## config.mk

```make
export PLATFORM = sky130hd
export DESIGN_NAME = lab_datapath
export DESIGN_NICKNAME = d
export VERILOG_FILES = /design/src/design/lab_pkg.sv /design/src/design/lab_datapath.sv
export SDC_FILE = /design/constraint.sdc
export NUM_CORES = 2
export LEC_CHECK = 0
export CORE_AREA = 2 2 511 513
export DETAILED_ROUTE_END_ITERATION = 10
export DIE_AREA = 0 0 513 515
export DONT_BUFFER_PORTS = 1
export PLACE_DENSITY_LB_ADDON = 0.25
export SETUP_SLACK_MARGIN = 0.02
export SLEW_MARGIN = 20
export SYNTH_ARGS = -nofsm -noshare
export SYNTH_HDL_FRONTEND = slang
export SYNTH_SLANG_ARGS = --single-unit
```

## constraint.sdc

```tcl
create_clock -name ref_clk -period 4.35 [get_ports ref_clk]
set_clock_uncertainty 0.15 [all_clocks]
set_input_delay 0.87 -clock ref_clk [delete_from_list [all_inputs] [get_ports ref_clk]]
set_output_delay 0.87 -clock ref_clk [all_outputs]
set_load 0.005 [all_outputs]
```

## src/design/lab_pkg.sv

```systemverilog
// constants, enumerations and carriers of the logic, average and branch datapath
package lab_pkg;

   localparam int WORD_W     = 32;
   localparam int REG_IDX_W  = 5;
   localparam int CST5_W     = 5;
   localparam int CST10_W    = 10;
   localparam int HALF_W     = 16;
   localparam int BYTE_W     = 8;
   localparam int UNITS_PER_SIDE = 4;
   localparam int DISP_SHIFT = 2;

   // cycle figures
   localparam int AND_LATENCY    = 1;
   localparam int AVG_LATENCY    = 2;
   localparam int BR_DELAY_SLOTS = 5;

   // values after reset
   localparam logic [31:0] FETCH_RST = 32'h0000_0000;
   localparam logic [31:0] WORD_RST  = 32'h0000_0000;

   typedef enum logic [1:0] {
      LAB_UNIT_LOGIC,
      LAB_UNIT_SHIFT,
      LAB_UNIT_DATA,
      LAB_UNIT_MULT
   } lab_unit_e;

   typedef enum logic [2:0] {
      LAB_OP_NONE,
      LAB_OP_AND_REG,
      LAB_OP_AND_CST,
      LAB_OP_AND_INV,
      LAB_OP_AVG_HALVES,
      LAB_OP_AVG_BYTES,
      LAB_OP_BR_DEC
   } lab_op_e;

   // one instruction presented to one functional unit slot
   typedef struct packed {
      logic                 valid;
      lab_op_e              op;
      logic                 pred_true;
      logic [REG_IDX_W-1:0] dst;
      logic [WORD_W-1:0]    src1;
      logic [WORD_W-1:0]    src2;
      logic [CST5_W-1:0]    short_signed_constant;
      logic [CST10_W-1:0]   branch_offset_constant;
      logic [WORD_W-1:0]    fetch_packet_address;
   } lab_issue_s;

   // destination register write
   typedef struct packed {
      logic                 valid;
      logic [REG_IDX_W-1:0] dst;
      logic [WORD_W-1:0]    data;
   } lab_wb_s;

   typedef struct packed {
      logic              valid;
      logic [WORD_W-1:0] target;
   } lab_branch_s;

endpackage

```

## src/design/lab_datapath.sv

```systemverilog
// execution datapath for logic, averaging and branch-and-decrement instructions
`timescale 1ns/1ps
// Notes on behaviour
// RL1 - short_signed_constant is sign-extended to 32 bits before the AND.
// RL2 - and_with_inverse writes src1 AND NOT src2 to the destination.
// RL3 - and_with_inverse runs on logic, data or shift unit of either side.
// RL4 - all three AND forms write the destination one cycle after issue.
// RL5 - average_signed_halves works on two independent 16-bit lanes.
// RL6 - each signed lane result is (a + b + 1) shifted right one bit.
// RL7 - each signed lane result lands in the lane it came from.
// RL8 - averages raise no overflow; the sum is kept one bit wider.
// RL9 - average_unsigned_bytes works on four unsigned 8-bit lanes.
// RL10 - each byte lane result is (a + b + 1) shifted right one bit.
// RL11 - averages run only on multiply units and write after two cycles.
// RL12 - branch_and_decrement branches only when the counter is at least zero.
// RL13 - non-negative counter: branch and decrement; otherwise nothing changes.
// RL14 - displacement is the sign-extended 10-bit branch_offset_constant.
// RL15 - target is displacement shifted left two plus fetch_packet_address.
// RL16 - the target is loaded into fetch_counter.
// RL17 - any general register may be the counter.
// RL18 - with a predicate, branch and decrement need predicate and counter both.
// RL19 - dispatch never presents two branch_and_decrement in one cycle.
// RL20 - code never puts two possibly taken branches in one execute packet.
// RL21 - branch_and_decrement runs only on the shift unit of either side.
// RL22 - a false predicate makes the instruction a no-operation.
// RL23 - decrement is written in the first stage; target after five delay slots.
module lab_datapath #(
   parameter int NUM_SIDES = 2
) (
   // clock and reset
   input  wire logic                   ref_clk,
   input  wire logic                   rstn,
   // issue slots, index side * 4 + unit
   input  wire lab_pkg::lab_issue_s [NUM_SIDES*lab_pkg::UNITS_PER_SIDE-1:0] issue,
   // destination writes per slot
   output lab_pkg::lab_wb_s         [NUM_SIDES*lab_pkg::UNITS_PER_SIDE-1:0] wb,
   // instruction refused by the unit it was sent to
   output logic                     [NUM_SIDES*lab_pkg::UNITS_PER_SIDE-1:0] bad_unit,
   // fetch redirection
   output logic                   [lab_pkg::WORD_W-1:0] fetch_counter,
   output logic                                         fetch_redirect
);

   localparam int SLOTS = NUM_SIDES * lab_pkg::UNITS_PER_SIDE;
   localparam int W     = lab_pkg::WORD_W;

   // which unit kinds may carry each operation
   function automatic logic unit_ok(input lab_pkg::lab_op_e op, input lab_pkg::lab_unit_e u);
      logic ok;
      ok = 1'b0;
      case (op)
         lab_pkg::LAB_OP_AND_REG,
         lab_pkg::LAB_OP_AND_CST,
         lab_pkg::LAB_OP_AND_INV: ok = (u != lab_pkg::LAB_UNIT_MULT);        // [RL3]
         lab_pkg::LAB_OP_AVG_HALVES,
         lab_pkg::LAB_OP_AVG_BYTES: ok = (u == lab_pkg::LAB_UNIT_MULT);      // [RL11]
         lab_pkg::LAB_OP_BR_DEC: ok = (u == lab_pkg::LAB_UNIT_SHIFT);       // [RL21]
         default: ok = 1'b0;
      endcase
      return ok;
   endfunction

   // signed halfword lanes; the extra sum bit keeps the halved result in range
   function automatic logic [W-1:0] avg_halves(input logic [W-1:0] a, input logic [W-1:0] b);
      logic [W-1:0]              r;
      logic signed [lab_pkg::HALF_W:0] s;
      r = lab_pkg::WORD_RST;
      for (int k = 0; k < W / lab_pkg::HALF_W; k++) begin                   // [RL5]
         s = $signed({a[k*lab_pkg::HALF_W+lab_pkg::HALF_W-1], a[k*lab_pkg::HALF_W +: lab_pkg::HALF_W]})
           + $signed({b[k*lab_pkg::HALF_W+lab_pkg::HALF_W-1], b[k*lab_pkg::HALF_W +: lab_pkg::HALF_W]})
           + 17'sh0_0001;                                                   // [RL6] [RL8]
         r[k*lab_pkg::HALF_W +: lab_pkg::HALF_W] = s[lab_pkg::HALF_W:1];    // [RL7]
      end
      return r;
   endfunction

   // unsigned byte lanes, nine-bit sum so the carry is never lost
   function automatic logic [W-1:0] avg_bytes(input logic [W-1:0] a, input logic [W-1:0] b);
      logic [W-1:0]              r;
      logic [lab_pkg::BYTE_W:0]  s;
      r = lab_pkg::WORD_RST;
      for (int k = 0; k < W / lab_pkg::BYTE_W; k++) begin                   // [RL9]
         s = {1'b0, a[k*lab_pkg::BYTE_W +: lab_pkg::BYTE_W]}
           + {1'b0, b[k*lab_pkg::BYTE_W +: lab_pkg::BYTE_W]} + 9'h001;      // [RL10] [RL8]
         r[k*lab_pkg::BYTE_W +: lab_pkg::BYTE_W] = s[lab_pkg::BYTE_W:1];
      end
      return r;
   endfunction

   // per-slot branch requests, gathered for the single branch pipe
   logic [SLOTS-1:0]  br_fire;
   logic [W-1:0]      br_tgt [SLOTS];

   genvar gs;
   generate
      for (gs = 0; gs < SLOTS; gs++) begin : g_slot
         localparam lab_pkg::lab_unit_e UNIT =
            lab_pkg::lab_unit_e'(gs % lab_pkg::UNITS_PER_SIDE);

         lab_pkg::lab_issue_s in;
         logic                legal;
         logic                exec;
         logic [W-1:0]        cst_ext;
         logic [W-1:0]        disp;
         logic                ctr_pos;
         logic                is_br;
         logic                is_avg;
         logic [W-1:0]        logic_res;
         lab_pkg::lab_wb_s    wb_d;

         assign in      = issue[gs];
         assign legal   = in.valid && unit_ok(in.op, UNIT);
         // a false predicate turns the slot into a no-operation
         assign exec    = legal && in.pred_true;                            // [RL22] [RL18]
         assign cst_ext = {{(W-lab_pkg::CST5_W){in.short_signed_constant[lab_pkg::CST5_W-1]}},
                           in.short_signed_constant};                       // [RL1]
         assign disp    = {{(W-lab_pkg::CST10_W){in.branch_offset_constant[lab_pkg::CST10_W-1]}},
                           in.branch_offset_constant};                      // [RL14]
         // src2 carries the counter register, whichever register it is
         assign ctr_pos = !in.src2[W-1];                                    // [RL12] [RL17]
         assign is_br   = in.op == lab_pkg::LAB_OP_BR_DEC;
         assign is_avg  = (in.op == lab_pkg::LAB_OP_AVG_HALVES)
                       || (in.op == lab_pkg::LAB_OP_AVG_BYTES);

         assign logic_res = (in.op == lab_pkg::LAB_OP_AND_CST) ? (cst_ext & in.src2)  // [RL1]
                          : (in.op == lab_pkg::LAB_OP_AND_INV) ? (in.src1 & ~in.src2) // [RL2]
                          : (in.src1 & in.src2);

         assign br_fire[gs] = exec && is_br && ctr_pos;                     // [RL13] [RL18]
         assign br_tgt[gs]  = in.fetch_packet_address + (disp << lab_pkg::DISP_SHIFT); // [RL15]

         if (UNIT == lab_pkg::LAB_UNIT_MULT) begin : g_mult
            // first execute stage holds the lane result, second writes it
            lab_pkg::lab_wb_s e1_q;
            lab_pkg::lab_wb_s e1_d;

            assign e1_d.valid = exec && is_avg;
            assign e1_d.dst   = in.dst;
            assign e1_d.data  = (in.op == lab_pkg::LAB_OP_AVG_BYTES)
                              ? avg_bytes(in.src1, in.src2) : avg_halves(in.src1, in.src2);
            assign wb_d       = e1_q;

            always_ff @(posedge ref_clk) begin
               if (!rstn) begin
                  e1_q <= '0;
               end else begin
                  e1_q <= e1_d;                                             // [RL11]
               end
            end
         end else begin : g_single
            // decrement lands in the first execute stage, like the AND results
            assign wb_d.valid = exec && (!is_br || ctr_pos);                // [RL4] [RL13] [RL23]
            assign wb_d.dst   = in.dst;
            assign wb_d.data  = is_br ? (in.src2 - 32'h0000_0001) : logic_res;
         end

         always_ff @(posedge ref_clk) begin
            if (!rstn) begin
               wb[gs]       <= '0;
               bad_unit[gs] <= 1'b0;
            end else begin
               wb[gs]       <= wb_d;
               bad_unit[gs] <= in.valid && !unit_ok(in.op, UNIT);
            end
         end
      end
   endgenerate

   // lowest slot wins if dispatch ever breaks the one-branch limit
   lab_pkg::lab_branch_s br_pick;
   logic [SLOTS:0]       br_seen;
   logic [W-1:0]         br_sel [SLOTS+1];

   assign br_seen[0] = 1'b0;
   assign br_sel[0]  = lab_pkg::WORD_RST;

   genvar gp;
   generate
      for (gp = 0; gp < SLOTS; gp++) begin : g_pick
         assign br_seen[gp+1] = br_seen[gp] || br_fire[gp];                 // [RL19] [RL20]
         assign br_sel[gp+1]  = (!br_seen[gp] && br_fire[gp]) ? br_tgt[gp] : br_sel[gp];
      end
   endgenerate

   assign br_pick.valid  = br_seen[SLOTS];
   assign br_pick.target = br_sel[SLOTS];

   // delay line for the branch shadow
   lab_pkg::lab_branch_s br_pipe_q [lab_pkg::BR_DELAY_SLOTS];
   lab_pkg::lab_branch_s br_last;

   assign br_last = br_pipe_q[lab_pkg::BR_DELAY_SLOTS-1];

   always_ff @(posedge ref_clk) begin
      if (!rstn) begin
         for (int k = 0; k < lab_pkg::BR_DELAY_SLOTS; k++) begin
            br_pipe_q[k] <= '0;
         end
      end else begin
         br_pipe_q[0] <= br_pick;
         for (int k = 1; k < lab_pkg::BR_DELAY_SLOTS; k++) begin
            br_pipe_q[k] <= br_pipe_q[k-1];                                 // [RL23]
         end
      end
   end

   always_ff @(posedge ref_clk) begin
      if (!rstn) begin
         fetch_counter  <= lab_pkg::FETCH_RST;
         fetch_redirect <= 1'b0;
      end else begin
         fetch_redirect <= br_last.valid;
         if (br_last.valid) begin
            fetch_counter <= br_last.target;                                // [RL16]
         end
      end
   end

endmodule // lab_datapath

```

==> results.json <==
{
  "p_per_area_mw_per_mm2": 389,
  "ys_types": 80,
  "rows": 187,
  "fin_nets": 4845,
  "mappedNetlistArea_sq_mm": 0.0316,
  "seqCellArea_sq_mm": 0.0117,
  "area_growth_syn_to_layout_pct": 21.9,
  "tightest_slew_ns": 1.01,
  "clockBufferDepth": 3,
  "slew_viol_final": 0,
  "ys_ff_latch": 586,
  "synth_nets": 4930,
  "clk_pin_slew_ns": 0.06,
  "arrival_ns": 3.89,
  "wl_per_cell_microns": 26.3,
  "drt_wl_total_mm": 190,
  "async_flop_share": 0,
  "syn_area_per_cell_sq_um": 8.28,
  "drv_cap": 0,
  "placeableCoreArea_sq_mm": 0.259,
  "placedInstanceArea_sq_mm": 0.0356,
  "antenna_left": 0,
  "place_worst_setup_slack_ns": 0.234,
  "nFillCells": 29400,
  "clk_latency_ns": 0.72,
  "drc": 0,
  "synth-adder-area-share": 0.0570,
  "initial_utilization": 0.122,
  "cts_buffers": 83,
  "cp_slowest_stage_delay_ns": 0.59,
  "critPathTopFamily": "simple AND/OR/NAND/NOR gates",
  "synth_top_family_by_area": "compound AO/OA/AOI/OAI gates",
  "grt_pass1_vias": 28100,
  "path_cells": "or4_4, or4_1, nor3_2, nand2_1, nor3_2, xor2_1, nor2_1, a311oi_1, buf_4",
  "total_leakage_power_nw": 13.5,
  "p_switching_mw": 4.61,
  "path_buf_inv": 1,
  "ctsHoldBuffers": 0,
  "yosysSeqAreaShare": 0.371,
  "fp.dieW_microns": 513,
  "die_h_microns": 515,
  "vias": 29300,
  "cts_tree": "yes",
  "synth_cells": 3822,
  "io_buffers": 0,
  "max-slew-margin-rel": 0.321,
  "cpMostUsedCell": "nor3_2",
  "path_class": "in -> reg",
  "hp-class": "in -> reg",
  "setup_viol": 0,
  "end_kind": "flip-flop",
  "antenna_found_initial": 53,
  "fmax_mhz": 294,
  "internal-power_mw": 10.4,
  "drtPass1Iterations": 5,
  "grt_max_degree": 309,
  "dp_hpwl_mm": 153,
  "power_frac_clock": 0.471,
  "io_pins": 1315,
  "hold_violations": 0,
  "post-cts-setup-buffer-count": 0,
  "final_util": 0.149,
  "final_cell_area_sq_mm": 0.0385,
  "dieArea_sq_mm": 0.264,
  "viasPerCell": 4.04,
  "drtIter0Drc": 2383,
  "multi_input_area_sq_mm": 0.0185,
  "grt_pass1_wl_mm": 251,
  "synth_ff_type": "dfxtp_1",
  "gr-usage-all-layers": 0.137,
  "crit_slowest_cell": "a311oi_1",
  "worstPathMaxFanout": 6,
  "vdd_drop_max_uv": 305,
  "h-tree-depth": 3,
  "outcome": "finished clean",
  "globalplace.congestion": 0.923,
  "fin_tns_setup_ns": 0,
  "setup_ws_ns": 0.948,
  "yosys_warnings": 0,
  "yosysTopAreaCell": "dfxtp_1",
  "sequentialPowerShare": 0.395,
  "cts_root_buf": "clkbuf_16",
  "rsz0062_at_grt": "false",
  "switching_share": 0.307,
  "yosys.area_share.xor_xnor": 0.0670,
  "gr-total-overflow": 0,
  "cts_resized": 0,
  "required_ns": 4.84,
  "period_needed_ns": 3.40,
  "finalCritPeriodShare": 0.782,
  "synthMuxAreaShare": 0.0121,
  "critPathLaunchType": "input port",
  "synthSimpleGateAreaFrac": 0.221,
  "synth_compound_area_frac": 0.226,
  "yosys-top-cells-area": "dfxtp_1 (37%), and2_1 (5.5%), ha_1 (5.1%)",
  "drive_gt1_frac": 0.0726,
  "fin_total_pwr_mw": 15.0,
  "clock_sink_count": 586,
  "combPwrFrac": 0.134,
  "synth_edf_count": 0,
  "synth.top_cell.area_share": 0.371
}
==> worst reg2reg max path: cells and delay by family, from the launching register on <==
family,cells,cell delay [ns]
muxes,1,0.23
DFF,1,0.83
and+or+nand+nor,1,0.05
buffers and inverters,1,0.43
==> state kept, by name, summed over array words and instances (netlist names) <==
| name | flops |
|---|---|
| bad_unit | 8 |
| wb | 304 |
| br_pipe_q | 165 |
| g_slot.g_mult.e1_q | 76 |
| fetch_redirect | 1 |
| fetch_counter | 32 |
==> synthesized netlist by cell type (all sizes together), types with 40 or more instances <==
master,number
a211oi,88
a21o,52
a21oi,296
a311oi,40
a32oi,128
and2,278
clkbuf,224
dfxtp,586
ha,128
inv,125
nand2,382
nand3,46
nand3b,66
nor2,272
nor3,90
o21ai,221
o32ai,72
xnor2,126
xor2,116
==> per-stage QoR <==
step                hold WS [ns]  cells
floorplan                  0.256   3822
global placement           0.264   7053
detailed placement         0.264   7053
CTS                       0.0211   7204
global route              0.0406   7223
finish                     0.121   7249
==> kinds of logic after synthesis <==
kind of cell / after synthesis
muxes: 38
AOI/OAI and AO/OA: 1078
and+or+nand+nor: 1361
adders and majority gates: 138
xor gates and xnor gates: 242
DFF: 586
buffers and inverters: 379
==> power groups by stage <==
stage                     registers (mW)  logic, mW  clock network [mW]
final                               5.93       2.00                7.07
after global routing                5.98       2.22                7.64
after CTS                           5.96       2.03                7.46
after detailed placement            6.07       2.01                   0
after global placement              6.08       2.01                   0
after floorplan                     5.85       1.51                   0
==> placed cells by master, fill, tap and decap left out, drive strengths merged, types with 126 or more instances in the layout <==
master,instances
a21oi,296
xnor2,126
o21ai,221
nand2,382
ha,128
inv,137
and2,278
a32oi,128
dfxtp,586
nor2,272
==> cell type report <==
| class | instances | share of cell area |
|---|---|---|
| Clock inverter | 52 | 0.0157 |
| Inverter | 126 | 0.0125 |
| Sequential cell | 586 | 0.304 |
| Timing Repair Buffer | 83 | 0.0177 |
| Tap cell | 3402 | 0.110 |
| Multi-Input combinational cell | 2857 | 0.479 |
| Clock buffer | 99 | 0.0573 |
| Antenna cell | 44 | 0.00286 |
==> path summary, 6_finish.rpt <==
check / depth (start not counted) / slack [ns] / end / start
hold / removal: 1 / 0.12 / wb[34]$_SDFF_PN0_ / issue[113]
setup reg to reg: 3 / 2.53 / fetch_counter[27]$_SDFFE_PN0P_ / br_pipe_q[4][32]$_SDFF_PN0_
setup / recovery: 9 / 0.95 / wb[99]$_SDFF_PN0_ / issue[297]
hold reg to reg: 1 / 0.26 / br_pipe_q[4][17]$_SDFF_PN0_ / br_pipe_q[3][17]$_SDFF_PN0_
==> metal layers <==
layer,vias up,track usage,share of wire
met5,-,0,0.00022
li1,13600,-,-
met2,1424,0.225,0.46
met4,6,0.0539,0.039
met1,14000,0.148,0.37
met3,227,0.0703,0.13
Power figures use the tool's default switching activity.
